<file path="src/charger_regs.vh">
//==========================================================================
// Behaviour
// - flag a bit 7 sets on every change between current and voltage regulation.
// - flag a bit 5 sets when the external sync clock is out of range.
// - flag a bit 4 sets when the frequency resistor probe is out of range.
// - flag a bit 3 sets on hard thermal trip, bit 2 on soft trip.
// - flag a bit 0 sets on input over-voltage lockout.
// - flag b bit 6 sets while main output over-current persists.
// - flag b bit 5 sets on main output over-voltage.
// - flag b bit 4 sets on main output under-voltage, either regulation mode.
// - flag b bit 3 sets on auxiliary regulator under-voltage.
// - flag b bits 2, 1, 0: bias converter over-current, over-voltage, under-voltage.
// - status bits 7 and 6 show sync clock too fast and too slow.
// - status bit 5 shows bias converter at full duty; raises no interrupt.
// - status bit 4 is 1 in current regulation, 0 in voltage regulation.
// - status bit 3 shows main converter at full duty.
// - status bit 2 shows main output good.
// - writing 1 to command bit 1 applies the setpoint; bit reads 0.
// - writing 1 to command bit 0 enables the main converter.
// - a 1 in a mask byte blocks the same flag bit from interrupting.
// - mask-all set makes every mask bit act as 1.
// - reading a flag byte clears its set bits.
// - a flag whose cause is still present survives the read.
// - mask-all is config byte 1 bit 5 and resets to 1.
//==========================================================================
`ifndef CHARGER_REGS_VH
`define CHARGER_REGS_VH

// register offsets
`define OFS_STATE        8'h00
`define OFS_FLAGS_A      8'h01
`define OFS_FLAGS_B      8'h02
`define OFS_LIVE         8'h03
`define OFS_SPARE        8'h04
`define OFS_ACTION       8'h05
`define OFS_GATE_A       8'h06
`define OFS_GATE_B       8'h07
`define OFS_CFG1         8'h08

// event_flags_a bit positions
`define FA_MODE_CHANGE   7
`define FA_EXT_CLOCK     5
`define FA_FREQ_RES      4
`define FA_HARD_TRIP     3
`define FA_SOFT_TRIP     2
`define FA_INPUT_OVLO    0

// event_flags_b bit positions
`define FB_MAIN_OC       6
`define FB_MAIN_OV       5
`define FB_MAIN_UV       4
`define FB_AUX_UV        3
`define FB_BIAS_OC       2
`define FB_BIAS_OV       1
`define FB_BIAS_UV       0

// live_condition_flags bit positions
`define ST_TOO_FAST      7
`define ST_TOO_SLOW      6
`define ST_BIAS_FULL     5
`define ST_CURRENT_REG   4
`define ST_MAIN_FULL     3
`define ST_MAIN_GOOD     2

// action_trigger and config byte 1 bit positions
`define ACT_APPLY        1
`define ACT_ENABLE       0
`define CFG1_MASK_ALL    5

// reset values
`define RST_ACTION       8'h00
`define RST_GATE         8'h00
`define RST_CFG1         8'h28

// bits that exist in each byte
`define USED_FLAGS_A     8'hBD
`define USED_FLAGS_B     8'h7F
`define USED_CFG1        8'hF8

// default serial slave address
`define DEV_ADDR_DEFAULT 7'h25

`endif

</file>
<file path="src/charger_event_status_regs.v">
`timescale 1ns/100ps
`include "charger_regs.vh"
//==========================================================================
// event, status, command and mask registers behind a serial slave port
//==========================================================================
module charger_event_status_regs #(
  parameter [6:0] DEV_ADDR = `DEV_ADDR_DEFAULT
) (
  input  wire I_CLK,
  input  wire I_RST_B,
  // serial link pins
  input  wire I_SCL,
  input  wire I_SDA,
  output wire O_SDA_OUT,
  output wire O_SDA_OE,
  // analog and supervisor condition levels
  input  wire I_MAIN_CURRENT_REGULATING,
  input  wire I_EXT_CLOCK_RANGE_FAULT,
  input  wire I_FREQ_RESISTOR_RANGE_FAULT,
  input  wire I_HARD_THERMAL_TRIP,
  input  wire I_SOFT_THERMAL_TRIP,
  input  wire I_INPUT_OVERVOLTAGE_LOCKOUT,
  input  wire I_MAIN_OVERCURRENT,
  input  wire I_MAIN_OVERVOLTAGE_FLAG,
  input  wire I_MAIN_UNDERVOLTAGE_FLAG,
  input  wire I_AUX_REGULATOR_UNDERVOLTAGE,
  input  wire I_BIAS_CONV_OVERCURRENT,
  input  wire I_BIAS_CONV_OVERVOLTAGE,
  input  wire I_BIAS_CONV_UNDERVOLTAGE,
  input  wire I_EXT_CLOCK_TOO_FAST,
  input  wire I_EXT_CLOCK_TOO_SLOW,
  input  wire I_BIAS_FULL_DUTY,
  input  wire I_MAIN_FULL_DUTY,
  input  wire I_MAIN_OUTPUT_GOOD,
  // device actions and interrupt
  output wire O_APPLY_VOLTAGE_SETPOINT,
  output wire O_MAIN_ENABLE,
  output wire O_INT_B
);

  //========================================================================
  // serial slave states
  //========================================================================
  localparam [2:0] ST_IDLE  = 3'd0;
  localparam [2:0] ST_ADDR  = 3'd1;
  localparam [2:0] ST_ACK_A = 3'd2;
  localparam [2:0] ST_WDATA = 3'd3;
  localparam [2:0] ST_ACK_W = 3'd4;
  localparam [2:0] ST_RDATA = 3'd5;
  localparam [2:0] ST_ACK_R = 3'd6;

  //========================================================================
  // declarations
  //========================================================================
  wire [19:0] raw_in;
  wire [19:0] sync_in;
  wire        scl_f;
  wire        sda_f;
  wire        ccm_f;
  reg         scl_p_reg;
  reg         sda_p_reg;
  reg         ccm_p_reg;
  wire        scl_rise;
  wire        scl_fall;
  wire        start_seen;
  wire        stop_seen;
  wire        mode_change;

  reg  [2:0]  state_reg;
  reg  [3:0]  bit_cnt_reg;
  reg  [7:0]  shift_reg;
  reg  [7:0]  tx_reg;
  reg  [7:0]  ptr_reg;
  reg         rw_reg;
  reg         first_reg;
  reg         sda_oe_reg;
  reg         sda_out_reg;

  reg  [7:0]  action_reg;
  reg  [7:0]  gate_a_reg;
  reg  [7:0]  gate_b_reg;
  reg  [7:0]  cfg1_reg;
  reg         apply_reg;
  reg         enable_reg;
  reg         int_b_reg;
  reg         clr_a_reg;
  reg         clr_b_reg;

  reg  [7:0]  cause_a;
  reg  [7:0]  cause_b;
  reg  [7:0]  live_flags;
  reg  [7:0]  rd_byte;
  wire [7:0]  flags_a;
  wire [7:0]  flags_b;
  wire        load_byte;
  wire        write_byte;
  wire        pending;

  //========================================================================
  // helpers
  //========================================================================
  // effective mask after the mask-all override
  function [7:0] eff_mask;
    input [7:0] gate;
    input       mask_all;
    begin
      eff_mask = gate | {8{mask_all}};
    end
  endfunction

  //========================================================================
  // input synchronisation
  //========================================================================
  // pins and analog levels all come from outside the clock domain
  assign raw_in = {I_SCL, I_SDA, I_MAIN_CURRENT_REGULATING, I_EXT_CLOCK_RANGE_FAULT,
                   I_FREQ_RESISTOR_RANGE_FAULT, I_HARD_THERMAL_TRIP, I_SOFT_THERMAL_TRIP,
                   I_INPUT_OVERVOLTAGE_LOCKOUT, I_MAIN_OVERCURRENT, I_MAIN_OVERVOLTAGE_FLAG,
                   I_MAIN_UNDERVOLTAGE_FLAG, I_AUX_REGULATOR_UNDERVOLTAGE,
                   I_BIAS_CONV_OVERCURRENT, I_BIAS_CONV_OVERVOLTAGE,
                   I_BIAS_CONV_UNDERVOLTAGE, I_EXT_CLOCK_TOO_FAST, I_EXT_CLOCK_TOO_SLOW,
                   I_BIAS_FULL_DUTY, I_MAIN_FULL_DUTY, I_MAIN_OUTPUT_GOOD};

  in_sync #(
    .W    (2),
    .INIT (1'b1)
  ) u_link_sync (
    .i_clk   (I_CLK),
    .i_rst_b (I_RST_B),
    .i_async (raw_in[19:18]),
    .o_level (sync_in[19:18])
  );

  in_sync #(
    .W    (18),
    .INIT (1'b0)
  ) u_cond_sync (
    .i_clk   (I_CLK),
    .i_rst_b (I_RST_B),
    .i_async (raw_in[17:0]),
    .o_level (sync_in[17:0])
  );

  assign scl_f = sync_in[19];
  assign sda_f = sync_in[18];
  assign ccm_f = sync_in[17];

  // previous filtered values for edge finding
  always @(posedge I_CLK) begin
    if (!I_RST_B) begin
      scl_p_reg <= 1'b1;
      sda_p_reg <= 1'b1;
      ccm_p_reg <= 1'b0;
    end else begin
      scl_p_reg <= scl_f;
      sda_p_reg <= sda_f;
      ccm_p_reg <= ccm_f;
    end
  end

  // link edges and frame markers
  assign scl_rise    = scl_f & ~scl_p_reg;
  assign scl_fall    = ~scl_f & scl_p_reg;
  assign start_seen  = scl_f & scl_p_reg & sda_p_reg & ~sda_f;
  assign stop_seen   = scl_f & scl_p_reg & ~sda_p_reg & sda_f;
  assign mode_change = ccm_f ^ ccm_p_reg;

  //========================================================================
  // event causes and live status
  //========================================================================
  // map conditions onto flag positions
  always @* begin
    cause_a                  = 8'h00;
    cause_a[`FA_MODE_CHANGE] = mode_change;
    cause_a[`FA_EXT_CLOCK]   = sync_in[16];
    cause_a[`FA_FREQ_RES]    = sync_in[15];
    cause_a[`FA_HARD_TRIP]   = sync_in[14];
    cause_a[`FA_SOFT_TRIP]   = sync_in[13];
    cause_a[`FA_INPUT_OVLO]  = sync_in[12];
    cause_b                  = 8'h00;
    cause_b[`FB_MAIN_OC]     = sync_in[11];
    cause_b[`FB_MAIN_OV]     = sync_in[10];
    cause_b[`FB_MAIN_UV]     = sync_in[9];
    cause_b[`FB_AUX_UV]      = sync_in[8];
    cause_b[`FB_BIAS_OC]     = sync_in[7];
    cause_b[`FB_BIAS_OV]     = sync_in[6];
    cause_b[`FB_BIAS_UV]     = sync_in[5];
  end

  // live condition byte, no interrupt path
  always @* begin
    live_flags                  = 8'h00;
    live_flags[`ST_TOO_FAST]    = sync_in[4];
    live_flags[`ST_TOO_SLOW]    = sync_in[3];
    live_flags[`ST_BIAS_FULL]   = sync_in[2];
    live_flags[`ST_CURRENT_REG] = ccm_f;
    live_flags[`ST_MAIN_FULL]   = sync_in[1];
    live_flags[`ST_MAIN_GOOD]   = sync_in[0];
  end

  event_latch_bank #(
    .USED (`USED_FLAGS_A)
  ) u_flags_a (
    .i_clk      (I_CLK),
    .i_rst_b    (I_RST_B),
    .i_cause    (cause_a),
    .i_read_clr (clr_a_reg),
    .o_flags    (flags_a)
  );

  event_latch_bank #(
    .USED (`USED_FLAGS_B)
  ) u_flags_b (
    .i_clk      (I_CLK),
    .i_rst_b    (I_RST_B),
    .i_cause    (cause_b),
    .i_read_clr (clr_b_reg),
    .o_flags    (flags_b)
  );

  //========================================================================
  // register read mux
  //========================================================================
  // byte served for the current pointer
  always @* begin
    case (ptr_reg)
      `OFS_FLAGS_A: begin
        rd_byte = flags_a;
      end
      `OFS_FLAGS_B: begin
        rd_byte = flags_b;
      end
      `OFS_LIVE: begin
        rd_byte = live_flags;
      end
      `OFS_ACTION: begin
        rd_byte = action_reg & ~(8'h01 << `ACT_APPLY);
      end
      `OFS_GATE_A: begin
        rd_byte = gate_a_reg;
      end
      `OFS_GATE_B: begin
        rd_byte = gate_b_reg;
      end
      `OFS_CFG1: begin
        rd_byte = cfg1_reg;
      end
      default: begin
        rd_byte = 8'h00; // state, spare and unmapped bytes
      end
    endcase
  end

  // a byte is fetched after the address ack or a host ack on reads
  assign load_byte  = scl_fall & ((state_reg == ST_ACK_A & rw_reg) |
                                  (state_reg == ST_ACK_R & ~shift_reg[0]));
  assign write_byte = scl_fall & (state_reg == ST_WDATA) & (bit_cnt_reg == 4'd8) & ~first_reg;

  //========================================================================
  // serial slave sequencer
  //========================================================================
  // bits are taken on clock rise and driven after clock fall
  always @(posedge I_CLK) begin
    if (!I_RST_B) begin
      state_reg   <= ST_IDLE;
      bit_cnt_reg <= 4'd0;
      shift_reg   <= 8'h00;
      tx_reg      <= 8'h00;
      ptr_reg     <= 8'h00;
      rw_reg      <= 1'b0;
      first_reg   <= 1'b0;
      sda_oe_reg  <= 1'b0;
      sda_out_reg <= 1'b0;
    end else if (start_seen) begin
      state_reg   <= ST_ADDR;
      bit_cnt_reg <= 4'd0;
      sda_oe_reg  <= 1'b0;
    end else if (stop_seen) begin
      state_reg   <= ST_IDLE;
      sda_oe_reg  <= 1'b0;
    end else begin
      case (state_reg)
        ST_ADDR: begin
          if (scl_rise) begin
            shift_reg   <= {shift_reg[6:0], sda_f};
            bit_cnt_reg <= bit_cnt_reg + 4'd1;
          end else if (scl_fall && bit_cnt_reg == 4'd8) begin
            if (shift_reg[7:1] == DEV_ADDR) begin
              rw_reg     <= shift_reg[0];
              sda_oe_reg <= 1'b1;
              state_reg  <= ST_ACK_A;
            end else begin
              state_reg  <= ST_IDLE;
            end
          end
        end
        ST_ACK_A: begin
          if (scl_fall) begin
            bit_cnt_reg <= 4'd0;
            if (rw_reg) begin
              tx_reg     <= rd_byte;
              sda_oe_reg <= ~rd_byte[7];
              ptr_reg    <= ptr_reg + 8'd1;
              state_reg  <= ST_RDATA;
            end else begin
              sda_oe_reg <= 1'b0;
              first_reg  <= 1'b1;
              state_reg  <= ST_WDATA;
            end
          end
        end
        ST_WDATA: begin
          if (scl_rise) begin
            shift_reg   <= {shift_reg[6:0], sda_f};
            bit_cnt_reg <= bit_cnt_reg + 4'd1;
          end else if (scl_fall && bit_cnt_reg == 4'd8) begin
            sda_oe_reg <= 1'b1;
            first_reg  <= 1'b0;
            state_reg  <= ST_ACK_W;
            if (first_reg) begin
              ptr_reg <= shift_reg;
            end else begin
              ptr_reg <= ptr_reg + 8'd1;
            end
          end
        end
        ST_ACK_W: begin
          if (scl_fall) begin
            sda_oe_reg  <= 1'b0;
            bit_cnt_reg <= 4'd0;
            state_reg   <= ST_WDATA;
          end
        end
        ST_RDATA: begin
          if (scl_rise) begin
            bit_cnt_reg <= bit_cnt_reg + 4'd1;
          end else if (scl_fall) begin
            if (bit_cnt_reg == 4'd8) begin
              sda_oe_reg <= 1'b0;
              state_reg  <= ST_ACK_R;
            end else begin
              tx_reg     <= {tx_reg[6:0], 1'b0};
              sda_oe_reg <= ~tx_reg[6];
            end
          end
        end
        ST_ACK_R: begin
          if (scl_rise) begin
            shift_reg <= {7'h00, sda_f}; // host ack level
          end else if (scl_fall) begin
            bit_cnt_reg <= 4'd0;
            if (!shift_reg[0]) begin
              tx_reg     <= rd_byte;
              sda_oe_reg <= ~rd_byte[7];
              ptr_reg    <= ptr_reg + 8'd1;
              state_reg  <= ST_RDATA;
            end else begin
              state_reg  <= ST_IDLE;
            end
          end
        end
        default: begin
          sda_oe_reg <= 1'b0;
          state_reg  <= ST_IDLE;
        end
      endcase
    end
  end

  //========================================================================
  // writable registers and command pulses
  //========================================================================
  // register writes land on the data byte's eighth falling edge
  always @(posedge I_CLK) begin
    if (!I_RST_B) begin
      action_reg <= `RST_ACTION;
      gate_a_reg <= `RST_GATE;
      gate_b_reg <= `RST_GATE;
      cfg1_reg   <= `RST_CFG1;
      apply_reg  <= 1'b0;
      enable_reg <= 1'b0;
    end else begin
      apply_reg  <= 1'b0;
      enable_reg <= 1'b0;
      if (write_byte) begin
        case (ptr_reg)
          `OFS_ACTION: begin
            action_reg <= shift_reg & (8'h01 << `ACT_ENABLE);
            apply_reg  <= shift_reg[`ACT_APPLY];
            enable_reg <= shift_reg[`ACT_ENABLE];
          end
          `OFS_GATE_A: begin
            gate_a_reg <= shift_reg & `USED_FLAGS_A;
          end
          `OFS_GATE_B: begin
            gate_b_reg <= shift_reg & `USED_FLAGS_B;
          end
          `OFS_CFG1: begin
            cfg1_reg <= shift_reg & `USED_CFG1;
          end
          default: begin
            cfg1_reg <= cfg1_reg; // read-only and unmapped bytes ignore writes
          end
        endcase
      end
    end
  end

  //========================================================================
  // read clear strobes and interrupt
  //========================================================================
  // unmasked pending flags
  assign pending = |(flags_a & ~eff_mask(gate_a_reg, cfg1_reg[`CFG1_MASK_ALL])) |
                   |(flags_b & ~eff_mask(gate_b_reg, cfg1_reg[`CFG1_MASK_ALL]));

  // clear strobe follows the fetch of a flag byte
  always @(posedge I_CLK) begin
    if (!I_RST_B) begin
      clr_a_reg <= 1'b0;
      clr_b_reg <= 1'b0;
      int_b_reg <= 1'b1;
    end else begin
      clr_a_reg <= load_byte & (ptr_reg == `OFS_FLAGS_A);
      clr_b_reg <= load_byte & (ptr_reg == `OFS_FLAGS_B);
      int_b_reg <= ~pending;
    end
  end

  assign O_SDA_OUT                = sda_out_reg;
  assign O_SDA_OE                 = sda_oe_reg;
  assign O_APPLY_VOLTAGE_SETPOINT = apply_reg;
  assign O_MAIN_ENABLE            = enable_reg;
  assign O_INT_B                  = int_b_reg;

endmodule

</file>
<file path="src/in_sync.v">
`timescale 1ns/100ps
//==========================================================================
// three-stage synchroniser with agreement filter
//==========================================================================
module in_sync #(
  parameter W    = 1,
  parameter INIT = 1'b0
) (
  input  wire         i_clk,
  input  wire         i_rst_b,
  input  wire [W-1:0] i_async,
  output wire [W-1:0] o_level
);

  reg [W-1:0] s1_reg;
  reg [W-1:0] s2_reg;
  reg [W-1:0] s3_reg;
  reg [W-1:0] level_reg;
  wire [W-1:0] agree;

  // a bit only moves once stages two and three agree
  assign agree   = ~(s2_reg ^ s3_reg);
  assign o_level = level_reg;

  // sampling chain; first stage feeds only the second
  always @(posedge i_clk) begin
    if (!i_rst_b) begin
      s1_reg    <= {W{INIT}};
      s2_reg    <= {W{INIT}};
      s3_reg    <= {W{INIT}};
      level_reg <= {W{INIT}};
    end else begin
      s1_reg    <= i_async;
      s2_reg    <= s1_reg;
      s3_reg    <= s2_reg;
      level_reg <= (s2_reg & agree) | (level_reg & ~agree);
    end
  end

endmodule

</file>
<file path="src/event_latch_bank.v">
`timescale 1ns/100ps
//==========================================================================
// byte of sticky event flags, cleared on read
//==========================================================================
module event_latch_bank #(
  parameter [7:0] USED = 8'hFF
) (
  input  wire       i_clk,
  input  wire       i_rst_b,
  input  wire [7:0] i_cause,
  input  wire       i_read_clr,
  output wire [7:0] o_flags
);

  genvar g;

  generate
    for (g = 0; g < 8; g = g + 1) begin : bit_cell
      if (USED[g]) begin : live
        reg flag_reg;
        wire flag_next;
        // a present cause wins over the read clear
        assign flag_next = i_cause[g] | (flag_reg & ~i_read_clr);
        always @(posedge i_clk) begin
          if (!i_rst_b) begin
            flag_reg <= 1'b0;
          end else begin
            flag_reg <= flag_next;
          end
        end
        assign o_flags[g] = flag_reg;
      end else begin : unused
        assign o_flags[g] = 1'b0;
      end
    end
  endgenerate

endmodule

</file>
<file path="config.mk">
export PLATFORM = sky130hd
export DESIGN_NAME = charger_event_status_regs
export DESIGN_NICKNAME = d
export VERILOG_FILES = /design/src/charger_event_status_regs.v /design/src/in_sync.v /design/src/event_latch_bank.v
export VERILOG_INCLUDE_DIRS = /design/src
export SDC_FILE = /design/constraint.sdc
export NUM_CORES = 1
export LEC_CHECK = 0
export BUFFER_PORTS_ARGS = -buffer_cell sky130_fd_sc_hd__buf_2
export CORE_ASPECT_RATIO = 0.6
export CORE_UTILIZATION = 60
export CTS_CLUSTER_DIAMETER = 150
export DETAILED_ROUTE_END_ITERATION = 8
export GPL_TIMING_DRIVEN = 1
export PLACE_DENSITY_LB_ADDON = 0.2
export SETUP_SLACK_MARGIN = 0.1
export SLEW_MARGIN = 40
export SYNTH_ARGS = -nofsm -noshare
export SYNTH_HDL_FRONTEND = slang
export SYNTH_HIERARCHICAL = 1
export SYNTH_SLANG_ARGS = --single-unit
</file>
<file path="constraint.sdc">
create_clock -name I_CLK -period 3.7 [get_ports I_CLK]
set_input_delay 0.185 -clock I_CLK [delete_from_list [all_inputs] [get_ports I_CLK]]
set_output_delay 0.185 -clock I_CLK [all_outputs]
set_load 0.02 [all_outputs]
</file>
==> out/qor.txt, run 1 <==
actual slew at the worst max-slew pin = 0.795 ns
half-perimeter wire length after detailed placement = 9160 µm
top cells by count, synth = sky130_fd_sc_hd__dfxtp_1, sky130_fd_sc_hd__nand2_1, sky130_fd_sc_hd__and2_1
crit path max fanout = 22
Worst R2R Setup Slack = 1.05 ns
core utilization of the finished layout = 0.703
Total Nets Final = 728
Logic pwr share = 0.024
detailed-route via count = 4973
Async SR Flop Fraction = 0
Placed Cells incl. Taps = 796
endpoint class of the critical path = register
Worst-Skew Late Latency = 0.42 ns
die extent in x = 134 µm
GRT Util Overall = 0.275
htree depth = 4
first-pass GRT wire length = 22800 µm
Reg-to-Reg End = gate_b_reg[0]$_SDFFE_PN0P_
category of the worst setup path launch point = register
number of unique standard cell types used by synthesis = 64
total congestion overflow after global routing = 0
Via-to-Cell Ratio = 5.87
master of the slowest instance on the critical path = sky130_fd_sc_hd__dfxtp_1
synthesized flop and latch total = 153
Final Wtd Congestion = 0.916
antenna violations before repair = 0
total buffers and inverters traversed by the critical path = 0
primary flip-flop cell chosen by synthesis mapping = sky130_fd_sc_hd__dfxtp_1
share of the yosys chip area belonging to registers = 0.491
DRC violation total after the first TritonRoute iteration = 581
last element of the critical path = gate_b_reg[0]$_SDFFE_PN0P_
Worst EP arrival = 2.96 ns
depth of the worst register-to-register path = 4
cell-internal power = 0.00269 W
total non-filler cell area in the finished layout = 7020 µm²
number of ports placed on the die boundary = 27
kind of cell with the highest combined delay on the critical path = simple AND/OR/NAND/NOR gates
post-layout minimum cycle time = 2.65 ns
clock power share = 0.484
Core Region = 9980 µm²
worst hold-check slack = 0.0885 ns
pin count of the biggest net entering global routing = 114
final wirelength = 14000 µm
final worst path period share = 0.716
Fmax = 377 MHz
Finished Layout Cells = 847
Slew Limit Fails = 0
cell types with the largest area share after synthesis = sky130_fd_sc_hd__dfxtp_1, sky130_fd_sc_hd__and2_1, sky130_fd_sc_hd__nand2_1
max cap viols = 0
effective utilization at floorplan = 0.625
number of hold-slack violations in the final timing report = 0
library cell occupying the most area in the post-synthesis netlist = sky130_fd_sc_hd__dfxtp_1
unrepaired setup endpoints after global routing = false
switching power total = 0.000742 W
yosys synthesis warning count = 6
most frequently used cell type in the post-synthesis netlist = sky130_fd_sc_hd__dfxtp_1
fill count = 760
Slew headroom = 0.467
final number of setup-violating endpoints = 0
drt wl/cell = 16.5 µm
critical path required time = 4.01 ns
floorplan row count = 28
outcome = complete, no violations
cell count after synthesis = 688
type of the setup path with the least slack = register to register
Die ar. = 10800 µm²
total clock buffers created by CTS = 17
Root Buffer Master = sky130_fd_sc_hd__clkbuf_16
maximum clock path buffer count = 2
Detail Route Antenna Nets = 0
die boundary height = 81.0 µm
Peak VDD IR = 412 µV
number of global-route vias before repair = 4621
fraction of synthesized cell area taken by the top area cell type = 0.491
Cell Chain, Critical Path = nand3b_1 -> nor4_4 -> nand4_1 -> a31o_2
number of enable-type register cells in the synthesized netlist = 0
area of placed instances = 6250 µm²
count of antenna diodes in the layout = 0
logic depth of the worst setup path including buffers = 4
area growth from synthesis to final layout = 12.6%
clock transition at the register clock pins on the worst setup and hold paths after CTS = 0.06 ns
area of the multi-input gates = 2800 µm²
total power density per cell area = 488 nW/µm²
hold crit path type = input pin to register
area of the mapped netlist = 6240 µm²
Critical R2R Launch = state_reg[0]$_SDFFE_PN0P_
Seq. cell area = 3060 µm²
Port-buffer cells = 25
number of gates resized after CTS = 0
static leakage = 2.57 nW
Flop pwr share = 0.492
DRC Markers = 0
share of cells above drive strength 1 = 0.115
clk_skew = 0.0154 ns
Critical Path Source = state_reg[0]$_SDFFE_PN0P_
setup TNS after final layout = 0 ns
TritonCTS clock tree = built
Critical Path Max Stage Delay = 0.75 ns
switching part of the total = 0.217
sinks on the clock net = 153
first-pass detailed-route iteration total = 6
average footprint of a synthesized cell = 9.06 µm²
==> routing by layer <==
layer | track usage | vias to the layer above | wire length, µm
li1 | - | 2404 | -
met1 | 0.385 | 2331 | 6630
met2 | 0.393 | 221 | 5710
met3 | 0.0999 | 17 | 1500
met4 | 0.0807 | 0 | 120
met5 | 0 | - | 0
==> worst min-delay path by stage <==
stage / startpoint / end / cells past startpoint
floorplan: I_RST_B / u_link_sync/s1_reg[0]$_SDFF_PN1_ / 1
CTS: I_RST_B / scl_p_reg$_SDFF_PN1_ / 2
detailed placement: I_SCL / u_link_sync/s1_reg[1]$_SDFF_PN1_ / 2
global route: I_RST_B / scl_p_reg$_SDFF_PN1_ / 2
finish: I_RST_B / u_link_sync/s2_reg[1]$_SDFF_PN1_ / 2
global placement: I_SDA / u_link_sync/s1_reg[0]$_SDFF_PN1_ / 2
==> kinds of logic after synthesis <==
group | share of synthesized area
and+or+nand+nor | 0.219
AOI/OAI and AO/OA | 0.193
DFF | 0.491
buffers and inverters | 0.0612
muxes | 0.0163
adders and majority gates | 0.0120
xor gates and xnor gates | 0.00562
other | 0.00181
==> through the flow <==
step	setup WS [ns]	total power (W)
final	1.05	0.00343
after global routing	0.829	0.00353
after CTS	1.13	0.00344
after detailed placement	1.15	0.00179
after global placement	1.26	0.00178
after floorplan	1.81	0.00177
==> cells in the final DEF, fill, tap and decap left out, drive strengths merged, types with 20 or more instances in the layout <==
cell	synthesis	routed
a21oi	38	38
and2	57	57
buf	24	27
clkbuf	31	20
dfxtp	153	153
dlygate4sd3	0	20
inv	21	26
nand2	67	67
nand3	21	21
nor2	33	33
o21ai	43	43
==> final cells by class <==
type | instances | area share
well taps | 135 | 0.0241
clock inverters | 11 | 0.0157
inverters | 21 | 0.0112
flip-flops and latches | 153 | 0.436
clock buffers | 20 | 0.0651
multi-input cells | 460 | 0.399
repair buffers | 47 | 0.0490
==> power by group through the flow <==
stage	sequential (W)	combinational [W]	clock, W
after detailed placement	0.00172	0.0000632	0
final	0.00169	0.0000807	0.00166
after global routing	0.00169	0.0000901	0.00175
after CTS	0.00169	0.0000793	0.00167
after global placement	0.00172	0.0000608	0
after floorplan	0.00172	0.0000471	0
==> timing repair <==
item	4_1_cts	5_1_grt
hold buffers	20	0
hold endpoints to repair	20	0
buffers inserted	0	0
No activity file was read; power rests on OpenSTA's default activity.
==> run 2, diff against run 1 <==
==> constraint.sdc (replaced) <==
create_clock -name I_CLK -period 2.5 [get_ports I_CLK]
set_input_delay 0.125 -clock I_CLK [delete_from_list [all_inputs] [get_ports I_CLK]]
set_output_delay 0.125 -clock I_CLK [all_outputs]
set_load 0.02 [all_outputs]
==> out/qor.txt, run 2 (synthesis gave the netlist of run 1 again) <==
outcome = complete, no violations
post-layout minimum cycle time = 2.13 ns
core utilization of the finished layout = 0.719
setup TNS after final layout = 0 ns
count of antenna diodes in the layout = 0
final wirelength = 14700 µm
clock transition at the register clock pins on the worst setup and hold paths after CTS = 0.07 ns
total non-filler cell area in the finished layout = 7170 µm²
Worst R2R Setup Slack = 0.37 ns
Core Region = 9980 µm²
detailed-route via count = 5021
floorplan row count = 28
DRC Markers = 0
worst hold-check slack = 0.0456 ns
crit path max fanout = 17
effective utilization at floorplan = 0.625
unrepaired setup endpoints after global routing = false
hold crit path type = input pin to register
switching power total = 0.00119 W
GRT Util Overall = 0.285
most common library cell in the layout ignoring fill and taps = sky130_fd_sc_hd__dfxtp_1
highest-count cells in the layout ignoring fill and taps = sky130_fd_sc_hd__dfxtp_1, sky130_fd_sc_hd__nand2_1, sky130_fd_sc_hd__and2_1, sky130_fd_sc_hd__o21ai_0, sky130_fd_sc_hd__a21oi_1
critical path required time = 2.85 ns
final number of setup-violating endpoints = 0
maximum clock path buffer count = 2
Placed Cells incl. Taps = 810
Final Wtd Congestion = 0.911
sinks on the clock net = 153
Reg-to-Reg End = shift_reg[1]$_SDFFE_PN0P_
antenna violations before repair = 0
drt wl/cell = 17.1 µm
Slew headroom = 0.569
Fmax = 469 MHz
Detail Route Antenna Nets = 0
Root Buffer Master = sky130_fd_sc_hd__clkbuf_16
Worst EP arrival = 2.49 ns
Slew Limit Fails = 0
Flop pwr share = 0.476
DRC violation total after the first TritonRoute iteration = 569
die extent in x = 134 µm
clk_skew = 0.00941 ns
area growth from synthesis to final layout = 15.0%
share of cells above drive strength 1 = 0.132
Via-to-Cell Ratio = 5.82
switching part of the total = 0.226
static leakage = 2.67 nW
total congestion overflow after global routing = 0
depth of the worst register-to-register path = 5
Port-buffer cells = 25
Total Nets Final = 742
cell-internal power = 0.00406 W
Die ar. = 10800 µm²
first-pass detailed-route iteration total = 6
number of ports placed on the die boundary = 27
final worst path period share = 0.853
total clock buffers created by CTS = 17
max cap viols = 0
pin count of the biggest net entering global routing = 110
type of the setup path with the least slack = register to register
number of global-route vias before repair = 4421
area of placed instances = 6370 µm²
Critical R2R Launch = state_reg[1]$_SDFFE_PP0P_
first-pass GRT wire length = 23200 µm
clock power share = 0.501
last element of the critical path = shift_reg[1]$_SDFFE_PN0P_
actual slew at the worst max-slew pin = 0.645 ns
endpoint class of the critical path = register
die boundary height = 81.0 µm
Critical Path Source = state_reg[1]$_SDFFE_PP0P_
Logic pwr share = 0.024
category of the worst setup path launch point = register
number of hold-slack violations in the final timing report = 0
half-perimeter wire length after detailed placement = 10100 µm
Peak VDD IR = 586 µV
TritonCTS clock tree = built
number of gates resized after CTS = 0
Finished Layout Cells = 862
Worst-Skew Late Latency = 0.42 ns
total power density per cell area = 731 nW/µm²
htree depth = 4
## run 2: what timing repair did
action	CTS	global route
hold buffers	20	0
setup buffers	0	0
endpoints found under the hold margin	20	0
## run 2: worst min path at each step
stage	startpoint	slack (ns)	end	cells past startpoint
after floorplan	I_RST_B	0.20	u_link_sync/s1_reg[0]$_SDFF_PN1_	1
after global placement	I_SCL	0.32	u_link_sync/s1_reg[1]$_SDFF_PN1_	2
after detailed placement	I_SDA	0.32	u_link_sync/s1_reg[0]$_SDFF_PN1_	2
after CTS	I_RST_B	0.04	u_link_sync/s3_reg[0]$_SDFF_PN1_	2
after global routing	I_RST_B	0.05	u_link_sync/s3_reg[0]$_SDFF_PN1_	2
final	I_RST_B	0.05	u_link_sync/s3_reg[0]$_SDFF_PN1_	2
## run 2: stage by stage
step / power, W / worst slack [ns]
floorplan: 0.00261 / 0.606
global placement: 0.00264 / 0.439
detailed placement: 0.00265 / 0.405
CTS: 0.00526 / 0.412
global route: 0.00539 / 0.137
finish: 0.00525 / 0.368
## run 2: power groups by stage
stage | registers, W | logic, W | clock network (W)
global placement | 0.00255 | 0.0000949 | 0
floorplan | 0.00254 | 0.0000697 | 0
global route | 0.00250 | 0.000136 | 0.00276
finish | 0.00250 | 0.000123 | 0.00263
detailed placement | 0.00255 | 0.0000981 | 0
CTS | 0.00250 | 0.000122 | 0.00265
## run 2: layer usage
metal  share of wire  up-vias  track usage
li1                -     2431            -
met1            0.49     2348        0.425
met2            0.39      221        0.385
met3            0.11       21       0.0868
met4          0.0098        0       0.0864
met5               0        -            0
## run 2: layout make-up
class                   instances  area, µm²
clock buffers                  18        429
flip-flops and latches        153       3060
clock inverters                14        179
fillers                       772       2810
repair buffers                 61        460
multi-input cells             460       2800
inverters                      21       78.8
well taps                     135        169
## run 2: critical path, stage by stage, from the launching register on
cell,delay (ns)
sky130_fd_sc_hd__dfxtp_1,0.64
sky130_fd_sc_hd__nor2b_1,0.28
sky130_fd_sc_hd__nand2_1,0.26
sky130_fd_sc_hd__a21oi_1,0.56
sky130_fd_sc_hd__nand3_1,0.17
sky130_fd_sc_hd__a21oi_1,0.17
==> run 3, diff against run 2 <==
--- a/config.mk
+++ b/config.mk
@@ -6,11 +6,12 @@
 export SDC_FILE = /design/constraint.sdc
 export NUM_CORES = 1
 export LEC_CHECK = 0
-export BUFFER_PORTS_ARGS = -buffer_cell sky130_fd_sc_hd__buf_2
 export CORE_ASPECT_RATIO = 0.6
 export CORE_UTILIZATION = 60
+export CTS_BUF_LIST = sky130_fd_sc_hd__clkbuf_16
 export CTS_CLUSTER_DIAMETER = 150
 export DETAILED_ROUTE_END_ITERATION = 8
+export DONT_BUFFER_PORTS = 1
 export GPL_TIMING_DRIVEN = 1
 export PLACE_DENSITY_LB_ADDON = 0.2
 export SETUP_SLACK_MARGIN = 0.1
==> out/qor.txt, run 3 (synthesis gave the netlist of run 1 again) <==
count of antenna diodes in the layout = 0
core utilization of the finished layout = 0.704
Total Nets Final = 715
met2 track demand over resource in global routing = 0.409
setup TNS after final layout = 0 ns
Port-buffer cells = 0
Fmax = 436 MHz
first-pass GRT wire length = 23300 µm
critical path required time = 2.82 ns
share of cells above drive strength 1 = 0.0973
Final Wtd Congestion = 0.897
worst hold-check slack = 0.0586 ns
Core Region = 9980 µm²
drt wl/cell = 17.0 µm
depth of the worst register-to-register path = 5
count of cells along the worst hold path = 2
Worst EP arrival = 2.61 ns
area growth from synthesis to final layout = 12.7%
maximum clock path buffer count = 2
actual slew at the worst max-slew pin = 0.810 ns
detailed-route via count = 4927
hold_sp = I_RST_B
Via-to-Cell Ratio = 5.91
clk_skew = 0.00843 ns
highest-count cells in the layout ignoring fill and taps = sky130_fd_sc_hd__dfxtp_1, sky130_fd_sc_hd__nand2_1, sky130_fd_sc_hd__and2_1, sky130_fd_sc_hd__o21ai_0, sky130_fd_sc_hd__a21oi_1
max cap viols = 0
GRT Util Overall = 0.285
Reg-to-Reg End = ptr_reg[0]$_SDFFE_PN0P_
capture endpoint of the worst hold path = scl_p_reg$_SDFF_PN1_
die extent in x = 134 µm
sinks on the clock net = 153
type of the setup path with the least slack = register to register
Root Buffer Master = sky130_fd_sc_hd__clkbuf_16
first-pass detailed-route iteration total = 5
DRC violation total after the first TritonRoute iteration = 657
die boundary height = 81.0 µm
number of ports placed on the die boundary = 27
category of the worst setup path launch point = register
hold crit path type = input pin to register
htree depth = 4
half-perimeter wire length after detailed placement = 9360 µm
Slew Limit Fails = 0
total clock buffers created by CTS = 17
clock transition at the register clock pins on the worst setup and hold paths after CTS = 0.07 ns
number of hold-slack violations in the final timing report = 0
Peak VDD IR = 577 µV
endpoint class of the critical path = register
final wirelength = 14200 µm
static leakage = 2.55 nW
total congestion overflow after global routing = 0
DRC Markers = 0
Worst R2R Setup Slack = 0.21 ns
Critical R2R Launch = state_reg[2]$_SDFFE_PP0P_
post-layout minimum cycle time = 2.29 ns
pin count of the biggest net entering global routing = 134
TritonCTS clock tree = built
unrepaired setup endpoints after global routing = false
outcome = complete, no violations
effective utilization at floorplan = 0.625
floorplan row count = 28
Detail Route Antenna Nets = 0
antenna violations before repair = 0
total power density per cell area = 733 nW/µm²
Worst-Skew Late Latency = 0.41 ns
Die ar. = 10800 µm²
crit path max fanout = 20
GR Layer Usage met3 = 0.0743
final number of setup-violating endpoints = 0
global routing met1 resource utilization = 0.420
most common library cell in the layout ignoring fill and taps = sky130_fd_sc_hd__dfxtp_1
most congested layer reported by global routing = met1
number of global-route vias before repair = 4508
Slew headroom = 0.457
final worst path period share = 0.917
## run 3: cell count changes in the layout (fill, tap and decap cells not counted), moves of 2 or more
cell                         previous run  this run
sky130_fd_sc_hd__buf_2                 24         0
sky130_fd_sc_hd__buf_4                 16        12
sky130_fd_sc_hd__inv_6                  4         1
sky130_fd_sc_hd__clkinv_1               0         2
sky130_fd_sc_hd__clkinvlp_4             1         3
## run 3: final cells by class
class                           count  area [µm²]
Timing Repair Buffer               34         328
Tap cell                          135         169
Inverter                           21        78.8
Clock inverter                     14         168
Clock buffer                       17         425
Sequential cell                   153        3060
Multi-Input combinational cell    460        2800
Fill cell                         774        2950
## run 3: worst max-delay path by stage
stage / from / endpoint / slack (ns) / cells after the start
2_1_floorplan: ptr_reg[4]$_SDFFE_PN0P_ / tx_reg[2]$_SDFFE_PN0P_ / 0.61 / 6
3_3_place_gp: state_reg[2]$_SDFFE_PP0P_ / ptr_reg[0]$_SDFFE_PN0P_ / 0.40 / 5
3_5_place_dp: state_reg[2]$_SDFFE_PP0P_ / ptr_reg[0]$_SDFFE_PN0P_ / 0.32 / 5
4_1_cts: state_reg[2]$_SDFFE_PP0P_ / ptr_reg[0]$_SDFFE_PN0P_ / 0.29 / 5
5_1_grt: ptr_reg[0]$_SDFFE_PN0P_ / O_SDA_OE$_SDFFE_PP0P_ / 0.13 / 6
6_report: state_reg[2]$_SDFFE_PP0P_ / ptr_reg[0]$_SDFFE_PN0P_ / 0.21 / 5
## run 3: layer usage
metal	wire, µm	vias to the layer above
li1	-	2378
met1	7020	2324
met2	5880	215
met3	1200	10
met4	94	0
met5	0	-
## run 3: critical path, stage by stage (launching register included)
cell	delay [ns]
sky130_fd_sc_hd__dfxtp_1	0.71
sky130_fd_sc_hd__nor2b_1	0.24
sky130_fd_sc_hd__a22oi_1	0.11
sky130_fd_sc_hd__a211o_1	0.54
sky130_fd_sc_hd__or3_1	0.43
sky130_fd_sc_hd__a31oi_1	0.17
## run 3: metrics by stage
| step | worst slack [ns] | cells | power, W | instance area, µm² |
|---|---|---|---|---|
| after floorplan | 0.606 | 689 | 0.00261 | 6240 |
| final | 0.208 | 834 | 0.00516 | 7030 |
| after global routing | 0.128 | 834 | 0.00532 | 7030 |
| after CTS | 0.287 | 834 | 0.00519 | 7030 |
| after global placement | 0.397 | 781 | 0.00260 | 6200 |
| after detailed placement | 0.320 | 781 | 0.00260 | 6200 |
## run 3: report_power, final
group          switching [W]  internal (W)
logic              0.0000550     0.0000544
registers          0.0000180       0.00248
clock network        0.00106       0.00149
total                0.00113       0.00403
## run 3: timing repair
item / 4_1_cts / 5_1_grt
setup buffers: 0 / 0
hold endpoints to repair: 132 / 0
setup endpoints to repair: 0 / 3
hold buffers: 22 / 0
gates resized for setup: 0 / 1
